### src/rsc_pkg.sv
// Constants, cause encoding and state type for the reset source controller.
// Assumes a single 200 MHz system clock shared by every user of the package.
// ============================================================================
// Reset source controller package
package rsc_pkg;

	// ========================================================================
	// Clock and timing
	localparam int CLK_PERIOD_NS = 5;
	// Least time the system reset stays asserted after its cause is gone
	localparam int RESET_HOLD_NS = 1000;
	localparam int RESET_HOLD_CYCLES =
		(RESET_HOLD_NS + CLK_PERIOD_NS - 1) / CLK_PERIOD_NS;
	localparam int HOLD_CNT_W = 8;
	localparam logic [HOLD_CNT_W-1:0] HOLD_LOAD =
		HOLD_CNT_W'(RESET_HOLD_CYCLES - 1);
	localparam logic [HOLD_CNT_W-1:0] HOLD_CNT_ZERO = 8'h00;

	// ========================================================================
	// Reset cause flags, one bit per source
	localparam int CAUSE_W = 7;
	localparam int CAUSE_EXT = 0;
	localparam int CAUSE_POR = 1;
	localparam int CAUSE_WDG = 2;
	localparam int CAUSE_LOCK = 3;
	localparam int CAUSE_CLK = 4;
	localparam int CAUSE_SOFT = 5;
	localparam int CAUSE_LSD = 6;
	localparam logic [CAUSE_W-1:0] CAUSE_RST = 7'h02;

	// ========================================================================
	// Asynchronous inputs brought through two flip-flops
	localparam int SYNC_W = 4;
	localparam int SYNC_EXT = 0;
	localparam int SYNC_LOCK = 1;
	localparam int SYNC_CLK = 2;
	localparam int SYNC_LSD = 3;
	localparam logic [SYNC_W-1:0] SYNC_RST = 4'h0;

	// ========================================================================
	// Watchdog
	localparam int WDG_W = 32;
	localparam logic [WDG_W-1:0] WDG_COUNT_RST = 32'hffff_ffff;

	// Sequencer states, Gray along run -> hold -> release -> hold; release -> run flips both bits
	typedef enum logic [1:0] {
		RSC_RUN = 2'h0,
		RSC_HOLD = 2'h1,
		RSC_RELEASE = 2'h3
	} rsc_state_t;

endpackage : rsc_pkg

### src/rsc_watchdog.sv
// 32-bit watchdog down-counter, counting only while run is high, with reload and underflow.
// Assumes run, reload and timeout come from logic on clk_sys.
`timescale 1ns/1ps
module rsc_watchdog import rsc_pkg::*; #(
	parameter int WIDTH = WDG_W
) (
	input wire logic clk_sys,
	input wire logic reset_n,
	input wire logic clk_en,
	input wire logic run,
	input wire logic reload,
	input wire logic [WIDTH-1:0] timeout,
	output logic [WIDTH-1:0] count,
	output logic underflow
);

	// ========================================================================
	// Counter
	logic [WIDTH-1:0] count_r;
	logic [WIDTH-1:0] count_nxt;

	// Underflow when the count has run out while running
	assign underflow = run & ~reload & (count_r == '0);
	assign count = count_r;

	// Next count: reload, wrap to timeout on underflow, else count down
	always_comb begin
		count_nxt = count_r;
		if (reload || underflow) begin
			count_nxt = timeout;
		end else if (run) begin
			count_nxt = count_r - WIDTH'(1);
		end
	end

	// Register
	always_ff @(posedge clk_sys) begin
		if (!reset_n) begin
			count_r <= WDG_COUNT_RST;
		end else if (clk_en) begin
			count_r <= count_nxt;
		end
	end
endmodule : rsc_watchdog

### src/rsc_reset_controller.sv
// Reset source controller: gathers seven reset sources, holds system reset,
// records the last cause, drives the reset output pin, low supply handling.
// Assumes reset_n is the power-on reset, synchronous to clk_sys; pin and
// analog detector inputs are asynchronous and are synchronised here.
`timescale 1ns/1ps
module rsc_reset_controller import rsc_pkg::*; #(
	parameter int WDG_WIDTH = WDG_W
) (
	input wire logic clk_sys,
	input wire logic reset_n,
	input wire logic clk_en,
	input wire logic reset_in_pin_n,
	input wire logic pll_lock_lost,
	input wire logic pll_clock_lost,
	input wire logic low_supply_detector_trip,
	input wire logic soft_reset_req,
	input wire logic reset_out_assert,
	input wire logic low_supply_detector_en,
	input wire logic low_supply_detector_reset_sel,
	input wire logic wdg_enable,
	input wire logic wdg_restart,
	input wire logic [WDG_WIDTH-1:0] wdg_timeout,
	output logic sys_reset_n,
	output logic reset_out_pin_n,
	output logic [CAUSE_W-1:0] reset_cause,
	output logic low_supply_irq,
	output logic [WDG_WIDTH-1:0] wdg_count
);

	// ========================================================================
	// Input synchronisers
	logic [SYNC_W-1:0] async_in;
	logic [SYNC_W-1:0] meta_r;
	logic [SYNC_W-1:0] sync_r;

	// Active-high view of the asynchronous inputs
	assign async_in[SYNC_EXT] = ~reset_in_pin_n;
	assign async_in[SYNC_LOCK] = pll_lock_lost;
	assign async_in[SYNC_CLK] = pll_clock_lost;
	assign async_in[SYNC_LSD] = low_supply_detector_trip;

	// Two flip-flops per input, first stage read only by the second
	genvar gi;
	generate
		for (gi = 0; gi < SYNC_W; gi++) begin : g_sync
			always_ff @(posedge clk_sys) begin
				if (!reset_n) begin
					meta_r[gi] <= 1'b0;
					sync_r[gi] <= 1'b0;
				end else if (clk_en) begin
					meta_r[gi] <= async_in[gi];
					sync_r[gi] <= meta_r[gi];
				end
			end
		end
	endgenerate

	// ========================================================================
	// Watchdog
	rsc_state_t state_r;
	rsc_state_t state_nxt;
	logic wdg_run;
	logic wdg_reload;
	logic wdg_underflow;

	// Watchdog runs only outside system reset; reset and restart reload it
	assign wdg_run = wdg_enable & (state_r == RSC_RUN);
	assign wdg_reload = wdg_restart | (state_r != RSC_RUN);

	rsc_watchdog #(
		.WIDTH(WDG_WIDTH)
	) u_watchdog (
		.clk_sys(clk_sys),
		.reset_n(reset_n),
		.clk_en(clk_en),
		.run(wdg_run),
		.reload(wdg_reload),
		.timeout(wdg_timeout),
		.count(wdg_count),
		.underflow(wdg_underflow)
	);

	// ========================================================================
	// Reset sources
	logic [CAUSE_W-1:0] src;
	logic any_src;
	logic lsd_active;

	// Low supply trip while the detector is enabled
	// detector enable gate
	assign lsd_active = sync_r[SYNC_LSD] & low_supply_detector_en;

	always_comb begin
		src = '0;
		src[CAUSE_EXT] = sync_r[SYNC_EXT];
		src[CAUSE_POR] = 1'b0; // Power-on acts through reset_n
		src[CAUSE_WDG] = wdg_underflow;
		src[CAUSE_LOCK] = sync_r[SYNC_LOCK];
		src[CAUSE_CLK] = sync_r[SYNC_CLK];
		src[CAUSE_SOFT] = soft_reset_req;
		src[CAUSE_LSD] = lsd_active & low_supply_detector_reset_sel;
	end
	assign any_src = |src;

	// One-hot pick of the winning source, supply and pin first
	function automatic logic [CAUSE_W-1:0] pick_cause(
		input logic [CAUSE_W-1:0] s
	);
		logic [CAUSE_W-1:0] r;
		r = '0;
		if (s[CAUSE_LSD]) begin
			r[CAUSE_LSD] = 1'b1;
		end else if (s[CAUSE_EXT]) begin
			r[CAUSE_EXT] = 1'b1;
		end else if (s[CAUSE_CLK]) begin
			r[CAUSE_CLK] = 1'b1;
		end else if (s[CAUSE_LOCK]) begin
			r[CAUSE_LOCK] = 1'b1;
		end else if (s[CAUSE_WDG]) begin
			r[CAUSE_WDG] = 1'b1;
		end else if (s[CAUSE_SOFT]) begin
			r[CAUSE_SOFT] = 1'b1;
		end
		return r;
	endfunction : pick_cause

	// ========================================================================
	// Reset sequencer
	logic [HOLD_CNT_W-1:0] hold_cnt_r;
	logic [HOLD_CNT_W-1:0] hold_cnt_nxt;
	logic [CAUSE_W-1:0] cause_r;
	logic [CAUSE_W-1:0] cause_nxt;

	// Next state, hold count and cause
	always_comb begin
		state_nxt = state_r;
		hold_cnt_nxt = hold_cnt_r;
		cause_nxt = cause_r;
		case (state_r)
			RSC_RUN: begin
				if (any_src) begin
					state_nxt = RSC_HOLD;
					hold_cnt_nxt = HOLD_LOAD;
					cause_nxt = pick_cause(src);
				end
			end
			RSC_HOLD: begin
				// A source still active restarts the hold time
				if (any_src) begin
					hold_cnt_nxt = HOLD_LOAD;
				end else if (hold_cnt_r == HOLD_CNT_ZERO) begin
					state_nxt = RSC_RELEASE;
				end else begin
					hold_cnt_nxt = hold_cnt_r - HOLD_CNT_W'(1);
				end
			end
			RSC_RELEASE: begin
				state_nxt = any_src ? RSC_HOLD : RSC_RUN;
				if (any_src) begin
					hold_cnt_nxt = HOLD_LOAD;
					cause_nxt = pick_cause(src);
				end
			end
			default: begin
				state_nxt = RSC_HOLD;
				hold_cnt_nxt = HOLD_LOAD;
			end
		endcase
	end

	always_ff @(posedge clk_sys) begin
		if (!reset_n) begin
			state_r <= RSC_HOLD;
			hold_cnt_r <= HOLD_LOAD;
			cause_r <= CAUSE_RST;
		end else if (clk_en) begin
			state_r <= state_nxt;
			hold_cnt_r <= hold_cnt_nxt;
			cause_r <= cause_nxt;
		end
	end

	// ========================================================================
	// Outputs
	logic sys_reset_n_r;
	logic sys_reset_n_nxt;
	logic reset_out_pin_n_r;
	logic reset_out_pin_n_nxt;
	logic low_supply_irq_r;
	logic low_supply_irq_nxt;

	// Output next values
	always_comb begin
		sys_reset_n_nxt = (state_nxt == RSC_RUN);
		reset_out_pin_n_nxt = ~reset_out_assert & (state_nxt == RSC_RUN);
		low_supply_irq_nxt = lsd_active & ~low_supply_detector_reset_sel;
	end

	// Output registers
	always_ff @(posedge clk_sys) begin
		if (!reset_n) begin
			sys_reset_n_r <= 1'b0;
			reset_out_pin_n_r <= 1'b0;
			low_supply_irq_r <= 1'b0;
		end else if (clk_en) begin
			sys_reset_n_r <= sys_reset_n_nxt;
			reset_out_pin_n_r <= reset_out_pin_n_nxt;
			low_supply_irq_r <= low_supply_irq_nxt;
		end
	end

	assign sys_reset_n = sys_reset_n_r;
	assign reset_out_pin_n = reset_out_pin_n_r;
	assign low_supply_irq = low_supply_irq_r;
	assign reset_cause = cause_r;
endmodule : rsc_reset_controller

### config.mk
export PLATFORM = sky130hd
export DESIGN_NAME = rsc_reset_controller
export DESIGN_NICKNAME = d
export VERILOG_FILES = /design/src/rsc_pkg.sv /design/src/rsc_watchdog.sv /design/src/rsc_reset_controller.sv
export SDC_FILE = /design/constraint.sdc
export NUM_CORES = 1
export LEC_CHECK = 0
export ABC_CLOCK_PERIOD_IN_PS = 4300
export BUFFER_PORTS_ARGS = -buffer_cell sky130_fd_sc_hd__buf_2
export CORE_ASPECT_RATIO = 0.75
export CORE_UTILIZATION = 39
export CTS_CLUSTER_DIAMETER = 150
export DETAILED_ROUTE_END_ITERATION = 8
export PLACE_DENSITY_LB_ADDON = 0.3
export RECOVER_POWER = 50
export SLEW_MARGIN = 0
export SYNTH_ARGS = -nofsm -noshare
export SYNTH_HDL_FRONTEND = slang
export SYNTH_SLANG_ARGS = --single-unit
### constraint.sdc
create_clock -name clk_sys -period 4.3 [get_ports clk_sys]
set_input_delay 0 -clock clk_sys [delete_from_list [all_inputs] [get_ports clk_sys]]
set_output_delay 0 -clock clk_sys [all_outputs]
set_load 0.02 [all_outputs]
Word level (Yosys, flattened, before mapping)
Cells that the tools add are included.
Word-level totals
  flip-flop bits (word level): 60
  input bits: 45
  output and inout port bits: 42
  word-level logic and storage cells: 70
Cells by class
  add/sub/neg operators: 2
  equality and inequality tests: 4
  muxes and demuxes: 25
  bitwise logic cells: 12
  reductions and logical operators: 12
Operators with widths (number)
  $mux W32: 2
  $logic_not A32 Y1: 1
  $sub A32 B1 Y32 const B: 1
  $mux W8: 3
  $pmux W8 S2: 1
  $mux W1: 12
  $logic_not A8 Y1: 1
  $mux W2: 4
  $mux W4: 2
  $sub A8 B1 Y8 const B: 1
  $and A1 B1 Y1: 7
  $pmux W2 S3: 1
  $reduce_and A3 Y1: 2
  $reduce_or A6 Y1: 1
  $logic_not A2 Y1: 2
  $not A1 Y1: 4
  $reduce_bool A2 Y1: 2
  $ne A3 B3 Y1 const B: 1
  $eq A2 B1 Y1 const B: 1
  $eq A2 B2 Y1 const B: 1
  $ne A2 B1 Y1 const B: 1
  $reduce_and A2 Y1: 1
  $reduce_or A2 Y1: 1
  $logic_or A1 B1 Y1: 1
  $or A1 B1 Y1: 1

Logic depth before layout (Yosys ltp)
Gate-level depths: netlist of run 1.
  depth after elaboration: 10
  depth in mapped cells: 10
  mapped depth without buffers: 8

Modules after synthesis
Synthesis of run 1 repeated with hierarchy kept, for this count alone.
Unflattened totals
  cell total of the unflattened synthesis: 445
  area total of the unflattened synthesis: 3623.5 sq um
Modules (own cells, without submodules)
  rsc_watchdog: times used 1, cells an instance 296, area an instance 2240.9 sq um, sequential area each 640.6 sq um
  rsc_reset_controller: times used 1, cells an instance 149, area an instance 1382.6 sq um, sequential area each 560.5 sq um

Least setup slack after synthesis of run 1
OpenSTA, ideal clock, no wires.
  path type: flip-flop to flip-flop
  start point: reg u_watchdog.count_r[0], in the netlist u_watchdog.count[0]
  end point: reg u_watchdog.count_r[24], in the netlist u_watchdog.count[24]
  library setup time: 0.060 ns
  data arrival time: 2.405 ns
  required time: 4.240 ns
  slack: 1.836 ns
  cell stages (with the launch flop): 9
  buffers on the path: 0
  period minus slack after synthesis: 2.464 ns
  cell sequence: dfxtp_1 > inv_1 > ha_1 > nor4b_1 > nand2_1 > or4_1 > nor3b_1 > o21ai_0 > o311a_1
On the way
  cells in the longest elaborated chain, start to end: 5
  elaborated cells on any way between the ends: 8
  those cells by class: add/sub (1); mux (2); bitwise (1); reduce/logical (4)
RTL lines
  start: declaration: RTL line rsc_watchdog.sv:19  | logic [WIDTH-1:0] count_r;
  start signal: assignment: RTL line rsc_watchdog.sv:41  | count_r <= count_nxt;
  branches (longest 5 deep; another with $sub A32 B1 Y32)
Several ways; the timed one is not identified. The select of a mux whose other input is x is not followed.
A chain may end at the register's enable or synchronous reset.

Worst setup path in the final report of run 1
Same ends and word-level chain as after synthesis.

==> results of run 1 <==
-- layout by cell type (no fill, tap or decap), types with 4 or more instances in the layout --
cell type	n
o41ai_1	6
o22ai_1	4
buf_4	7
nor2_1	41
mux2i_1	8
o211ai_1	6
nor3_1	27
o21ai_0	33
clkbuf_16	9
clkbuf_1	44
buf_2	44
nand4_1	16
a21o_1	6
o31ai_1	4
nand2_1	33
nor4_1	12
dfxtp_1	60
inv_1	14
a22oi_1	4
or4_1	10
nand2b_1	4
a21oi_1	37
a31oi_1	7
nand3_1	29
ha_1	8
dlygate4sd3_1	21
or3_1	13
o21a_1	4
-- metal layers --
| layer | vias up | part of all wire | track usage |
|---|---|---|---|
| met5 | - | 0 | 0 |
| met4 | 0 | 0.018 | 0.0752 |
| met3 | 23 | 0.091 | 0.0650 |
| met2 | 189 | 0.42 | 0.377 |
| met1 | 1889 | 0.47 | 0.359 |
| li1 | 1967 | - | - |
-- flip-flops by register name (all words and copies together), names as in the netlist --
register          flops
hold_cnt_r            8
low_supply_irq        1
meta_r                4
reset_cause           7
reset_out_pin_n       1
src                   3
state_r               2
sync_r                1
sys_reset_n           1
u_watchdog.count     32
-- layout make-up --
type,count,area (um^2),share of cell area
Sequential cell,60,1200,0.263
Inverter,15,56.3,0.0123
Timing Repair Buffer,116,648,0.142
Tap cell,108,135,0.0296
Multi-Input combinational cell,360,2180,0.477
Clock inverter,7,124,0.0271
Clock buffer,9,225,0.0493
-- per-stage QoR --
step	area [um^2]	utilization	hold slack, ns	worst slack (ns)
floorplan	3560	-	0.0990	1.84
global placement	4070	0.469	0.186	1.60
detailed placement	4070	0.469	0.188	1.52
CTS	4630	0.534	0.00177	1.41
global route	4570	0.527	0.0250	1.01
finish	4570	0.527	-0.00185	1.29
-- worst register-to-register path: cells and delay by family, from the launching register on --
family                     cells  cell delay [ns]
buffers and inverters          1             0.11
adders and majority gates      1             0.26
and+or+nand+nor                4             1.78
AOI/OAI and AO/OA              2             0.45
DFF                            1             0.34
-- power groups by stage --
| stage | logic, mW | clock network [mW] | registers, mW |
|---|---|---|---|
| after global routing | 0.198 | 0.885 | 0.624 |
| after CTS | 0.184 | 0.860 | 0.618 |
| after global placement | 0.168 | 0 | 0.629 |
| after floorplan | 0.0854 | 0 | 0.643 |
| final | 0.180 | 0.847 | 0.620 |
| after detailed placement | 0.170 | 0 | 0.630 |
-- worst max-delay path by stage --
stage                                       to                 start  cells after the start
after detailed placement         hold_cnt_r[3]  u_watchdog.count[22]                      7
after global placement    u_watchdog.count[28]            state_r[1]                      9
after floorplan           u_watchdog.count[24]   u_watchdog.count[0]                      8
after global routing      u_watchdog.count[26]               reset_n                      9
after CTS                 u_watchdog.count[24]   u_watchdog.count[0]                      8
final                     u_watchdog.count[24]   u_watchdog.count[0]                      8
-- logic make-up after synthesis --
group,count (synthesis),share of synthesized area
and+or+nand+nor,206,0.309
adders and majority gates,8,0.0281
muxes,8,0.0225
DFF,60,0.337
xor gates and xnor gates,2,0.00492
AOI/OAI and AO/OA,136,0.246
buffers and inverters,46,0.0527
==> run_results.csv, run 1 <==
group,metric,value,unit
die,io_pins,87,
die,num_rows,29,
global_routing,grt_start_max_net_pins,38,
global_routing,grtUsageTotal,0.253,
synth,synthArstFlopShare,0,
cts,cts-buffers-inserted,9,
die,die_width,112,um
timing,post-route-min-period,3.01,ns
cts,clock_sinks,60,
flow_run,maxCapViolCount,2,
timing,rsz0062_at_grt,"false",
synth,synthCells,466,
critical_path,r2r_cells,8,
critical_path,slowest_delay,0.79,ns
timing,slew-limit-headroom,-0.168,
cts,postCtsResizedCells,0,
pwr,ir_worst_vdd,0.000197,V
synth,yosysWarnings,0,
detailed_routing,wl,11600,um
cells_and_area,drive_gt1_frac,0.139,
min_path,min_from,"wdg_timeout[2]",
cts,max-clock-path-buffers,2,
timing,fmax,332,MHz
timing,hold_viol_final,1,
synth,netlist.area_leader.share,0.337,
placement,dp.cells,638,
synth,synth_fp_nets,519,
cells_and_area,fillers,867,
die,fp.coreArea,0.00867,mm^2
pwr,swShare,0.255,
critical_path,crit_type,"reg -> reg",
cts,cts_tree,"yes",
synth,synth.area.top_cells,"dfxtp_1 34%, a21oi_1 5.2%, o21ai_0 4.8%",
placement,finalWeightedCongestion,0.870,
timing,period_share,0.700,
timing,worstMarginPinSlew,1.75,ns
die,die_area,0.00952,mm^2
outcome,status,"finished, violations left",
detailed_routing,drc_errors,4,
critical_path,end_kind,"register",
synth,synth_top_area_cell,"dfxtp_1",
synth,synth_edf_count,0,
cts,clk_latency,0.33,ns
detailed_routing,drt_iter0_drc,408,
synth,yosys_register_bits,60,
cells_and_area,stdcell_count,675,
critical_path,r2r_end,"u_watchdog.count[24]",
min_path,holdPathEnd,"u_watchdog.count[2]",
pwr,combPwrFrac,0.109,
pwr,internal_power,1.23,mW
critical_path,crit_slowest_cell,"nor4b_1",
synth,yosysSeqAreaShare,0.337,
min_path,hold_path_class,"in -> reg",
pwr,p_total,1.65,mW
cts,cts_hold_buf,21,
placement,place_hpwl,7880,um
detailed_routing,vias_per_cell,6.03,
critical_path,worst_setup_path_start_kind,"register",
timing,timing.hold.ws,-0.00185,ns
cts,clkTransAtPathRegs,0.06,ns
synth,netlist_area,0.00356,mm^2
synth,ys_types,62,
synth,avgSynthCellArea,7.64,um^2
pwr,share_seq_of_total_power,0.376,
synth,yosys_most_used_dff,"dfxtp_1",
cts,cts_root_buf,"clkbuf_16",
cts,htree_levels,3,
detailed_routing,wl_per_cell,17.2,um
global_routing,grt-ovfl-total,0,
global_routing,grt_pass1_wl,19100,um
critical_path,required,4.57,ns
cells_and_area,final_nets,615,
critical_path,cp_data_arrival_time,3.28,ns
pwr,p_clk_frac,0.514,
synth,synthTopCellsByCount,"60 x dfxtp_1, 41 x nor2_1, 37 x a21oi_1",
detailed_routing,ant_nets,0,
detailed_routing,drtPass1Iterations,7,
min_path,hold_depth,3,
cts,postCtsSetupRepairBufs,0,
timing,skew,0.00887,ns
die,start_util,0.411,
pwr,powerDensity,361,mW/mm^2
critical_path,path_delay_family,"simple AND/OR/NAND/NOR gates",
die,fp.dieH,84.8,um
critical_path,crit_buf_inv,1,
pwr,power.leakage,1.68,nW
pwr,netSwitchingPower,0.421,mW
synth,synth.most_common_cell,"dfxtp_1",
cells_and_area,num_antenna_cells,0,
placement,portBuffers,86,
timing,finalSetupViolCount,0,
critical_path,worstPathCellList,"inv_1, ha_1, nor4b_1, nand2_1, or4_1, nor3b_1, o21ai_0, o311a_1",
timing,slew_viol_final,73,
cells_and_area,syn2layout_area_growth,28.3,%
critical_path,path_max_fanout,6,
critical_path,r2r-start,"u_watchdog.count[0]",
global_routing,grt_pass1_vias,3766,
detailed_routing,dr_total_vias,4068,
timing,setup_tns,0,ns
global_routing,antenna_found_initial,0,
outcome,violations,"design-rule violations, negative hold slack, max-capacitance violations, max-slew violations",
critical_path,rrSetupSlack,1.29,ns
Power figures use the tool's default switching activity.
==> run 2: changes to the inputs <==
Settings changed: ABC_CLOCK_PERIOD_IN_PS 4300 to 2800.
Clock period 4.3 ns to 2.8 ns, I/O delays scaled along.
==> run 2 against run 1 <==
  * The flow still finishes with violations (design-rule violations, negative hold slack, max-capacitance violations, max-slew violations)
  * Critical path depth shrank 2
  * First-iteration DRC count decreased by 12%
  * Die area did not move
  * Cell count increased by 3.3%
  * Clock-buffer cell count increased by 2
  * Fmax increased by 16%
  * Setup slack got worse by 1.1 ns
  * Flip-flop and latch count is the same
  * Global-route usage increased by 0.30 points
  * Critical endpoint is now reset_cause[4]
==> run_results.csv, run 2 (synthesis results as in run 1) <==
group,metric,value,unit
cells_and_area,multi_input_comb_area,0.00218,mm^2
pwr,ir_worst_vdd,0.000363,V
die,num_rows,29,
cells_and_area,regArea,0.00120,mm^2
cts,clkTransAtPathRegs,0.05,ns
detailed_routing,wl,11800,um
global_routing,grt-ovfl-total,0,
critical_path,cp_data_arrival_time,2.82,ns
critical_path,crit_type,"reg -> reg",
cts,cts-buffers-inserted,9,
critical_path,path_max_fanout,15,
critical_path,worst_setup_path_start_kind,"register",
cells_and_area,syn2layout_area_growth,32.7,%
global_routing,grtUsageTotal,0.256,
cells_and_area,final_nets,638,
pwr,netSwitchingPower,0.617,mW
detailed_routing,vias_per_cell,5.90,
detailed_routing,ant_nets,0,
critical_path,slowest_delay,0.67,ns
cells_and_area,stdcell_count,697,
timing,slew_viol_final,35,
timing,post-route-min-period,2.60,ns
global_routing,grt_pass1_vias,3855,
pwr,share_seq_of_total_power,0.386,
cts,max-clock-path-buffers,2,
timing,timing.hold.ws,-0.00234,ns
detailed_routing,dr_total_vias,4115,
timing,skew,0.00876,ns
cts,cts_tree,"yes",
flow_run,maxCapViolCount,1,
global_routing,grt_pass1_wl,19300,um
timing,worstMarginPinSlew,1.74,ns
critical_path,crit_slowest_cell,"or4_1",
cts,cts_root_buf,"clkbuf_16",
critical_path,required,3.02,ns
cells_and_area,fillers,863,
timing,setup_tns,0,ns
timing,fmax,385,MHz
cells_and_area,final_cell_mix,"60 x dfxtp_1, 44 x clkbuf_1, 43 x buf_2",
pwr,internal_power,1.84,mW
pwr,powerDensity,520,mW/mm^2
timing,hold_viol_final,1,
placement,portBuffers,86,
cells_and_area,final_common_cell,"dfxtp_1",
cells_and_area,num_antenna_cells,0,
global_routing,antenna_found_initial,0,
placement,place_hpwl,8330,um
outcome,violations,"design-rule violations, negative hold slack, max-capacitance violations, max-slew violations",
die,io_pins,87,
critical_path,worstPathCellList,"or4_1, nor3_4, and4_1, buf_4, o21ai_1, o41ai_1",
detailed_routing,drtPass1Iterations,9,
timing,period_share,0.929,
cells_and_area,largest_reg_flops,32,
detailed_routing,wl_per_cell,17.0,um
critical_path,end_kind,"register",
cells_and_area,drive_gt1_frac,0.166,
min_path,hold_path_class,"in -> reg",
critical_path,crit_buf_inv,1,
outcome,status,"finished, violations left",
die,fp.dieH,84.8,um
pwr,swShare,0.251,
die,fp.coreArea,0.00867,mm^2
placement,finalWeightedCongestion,0.964,
cts,postCtsResizedCells,0,
global_routing,grt_start_max_net_pins,35,
timing,finalSetupViolCount,0,
critical_path,rrSetupSlack,0.20,ns
pwr,power.leakage,1.78,nW
die,start_util,0.411,
detailed_routing,drc_errors,3,
cts,clock_sinks,60,
die,die_width,112,um
cts,htree_levels,3,
timing,slew-limit-headroom,-0.161,
cts,clk_latency,0.33,ns
pwr,p_clk_frac,0.493,
critical_path,path_delay_family,"simple AND/OR/NAND/NOR gates",
detailed_routing,drt_iter0_drc,359,
timing,rsz0062_at_grt,"false",
die,die_area,0.00952,mm^2
pwr,combPwrFrac,0.120,
placement,dp.cells,657,
## run 2: cell types whose count changed in the layout (fill, tap and decap cells not counted), sizes merged
| cell | change |
|---|---|
| dlygate4sd3 | +3 |
| buf | +20 |
| bufinv | -1 |
| clkinv | -1 |
| clkbuf | +2 |
| inv | -1 |
## run 2: power by group through the flow
stage	Combinational (mW)	Clock, mW	Sequential, mW
after floorplan	0.131	0	0.987
after global placement	0.271	0	0.962
after detailed placement	0.274	0	0.964
after CTS	0.301	1.23	0.947
after global routing	0.322	1.26	0.956
final	0.296	1.21	0.949
## run 2: final timing paths
kind,startpoint,end,depth (start not counted)
min reg2reg,sys_reset_n,sys_reset_n,2
max,u_watchdog.count[23],reset_cause[4],6
max reg2reg,u_watchdog.count[23],reset_cause[4],6
min,wdg_timeout[2],u_watchdog.count[2],3
## run 2: per-stage QoR
step                power, mW  cell area, um^2  setup slack [ns]   util  hold slack [ns]
finish                   2.46             4730             0.200  0.545         -0.00234
global route             2.54             4730           0.00920  0.545          0.00993
CTS                      2.47             4780             0.250  0.551         0.000789
detailed placement       1.24             4210             0.263  0.486            0.188
global placement         1.23             4210             0.320  0.486            0.193
floorplan                1.12             3560             0.336      -           0.0990
## run 2: layout make-up
class                           instances  area share
Tap cell                              108      0.0286
Multi-Input combinational cell        360       0.461
Clock buffer                           11      0.0535
Inverter                               15      0.0119
Clock inverter                          4      0.0154
Timing Repair Buffer                  139       0.176
Sequential cell                        60       0.254
## run 2: per-layer routing
metal  global-route usage  part of all wire  routed length, um
met2                0.381              0.43               5070
met4               0.0836             0.017                199
met3               0.0686             0.083                979
met1                0.359              0.47               5580
met5                    0                 0                  0
## run 2: what timing repair did
item / CTS / global route
endpoints found under the hold margin: 23 / 0
hold buffers: 24 / 0
endpoints found under the setup margin: 0 / 1
buffers inserted: 0 / 1
## run 2: worst reg2reg max path, delay by kind of cell (launching register included)
kind	cells	cell delay [ns]
compound gates	2	0.57
buf+inv	1	0.25
flops	1	0.35
simple gates	3	1.32
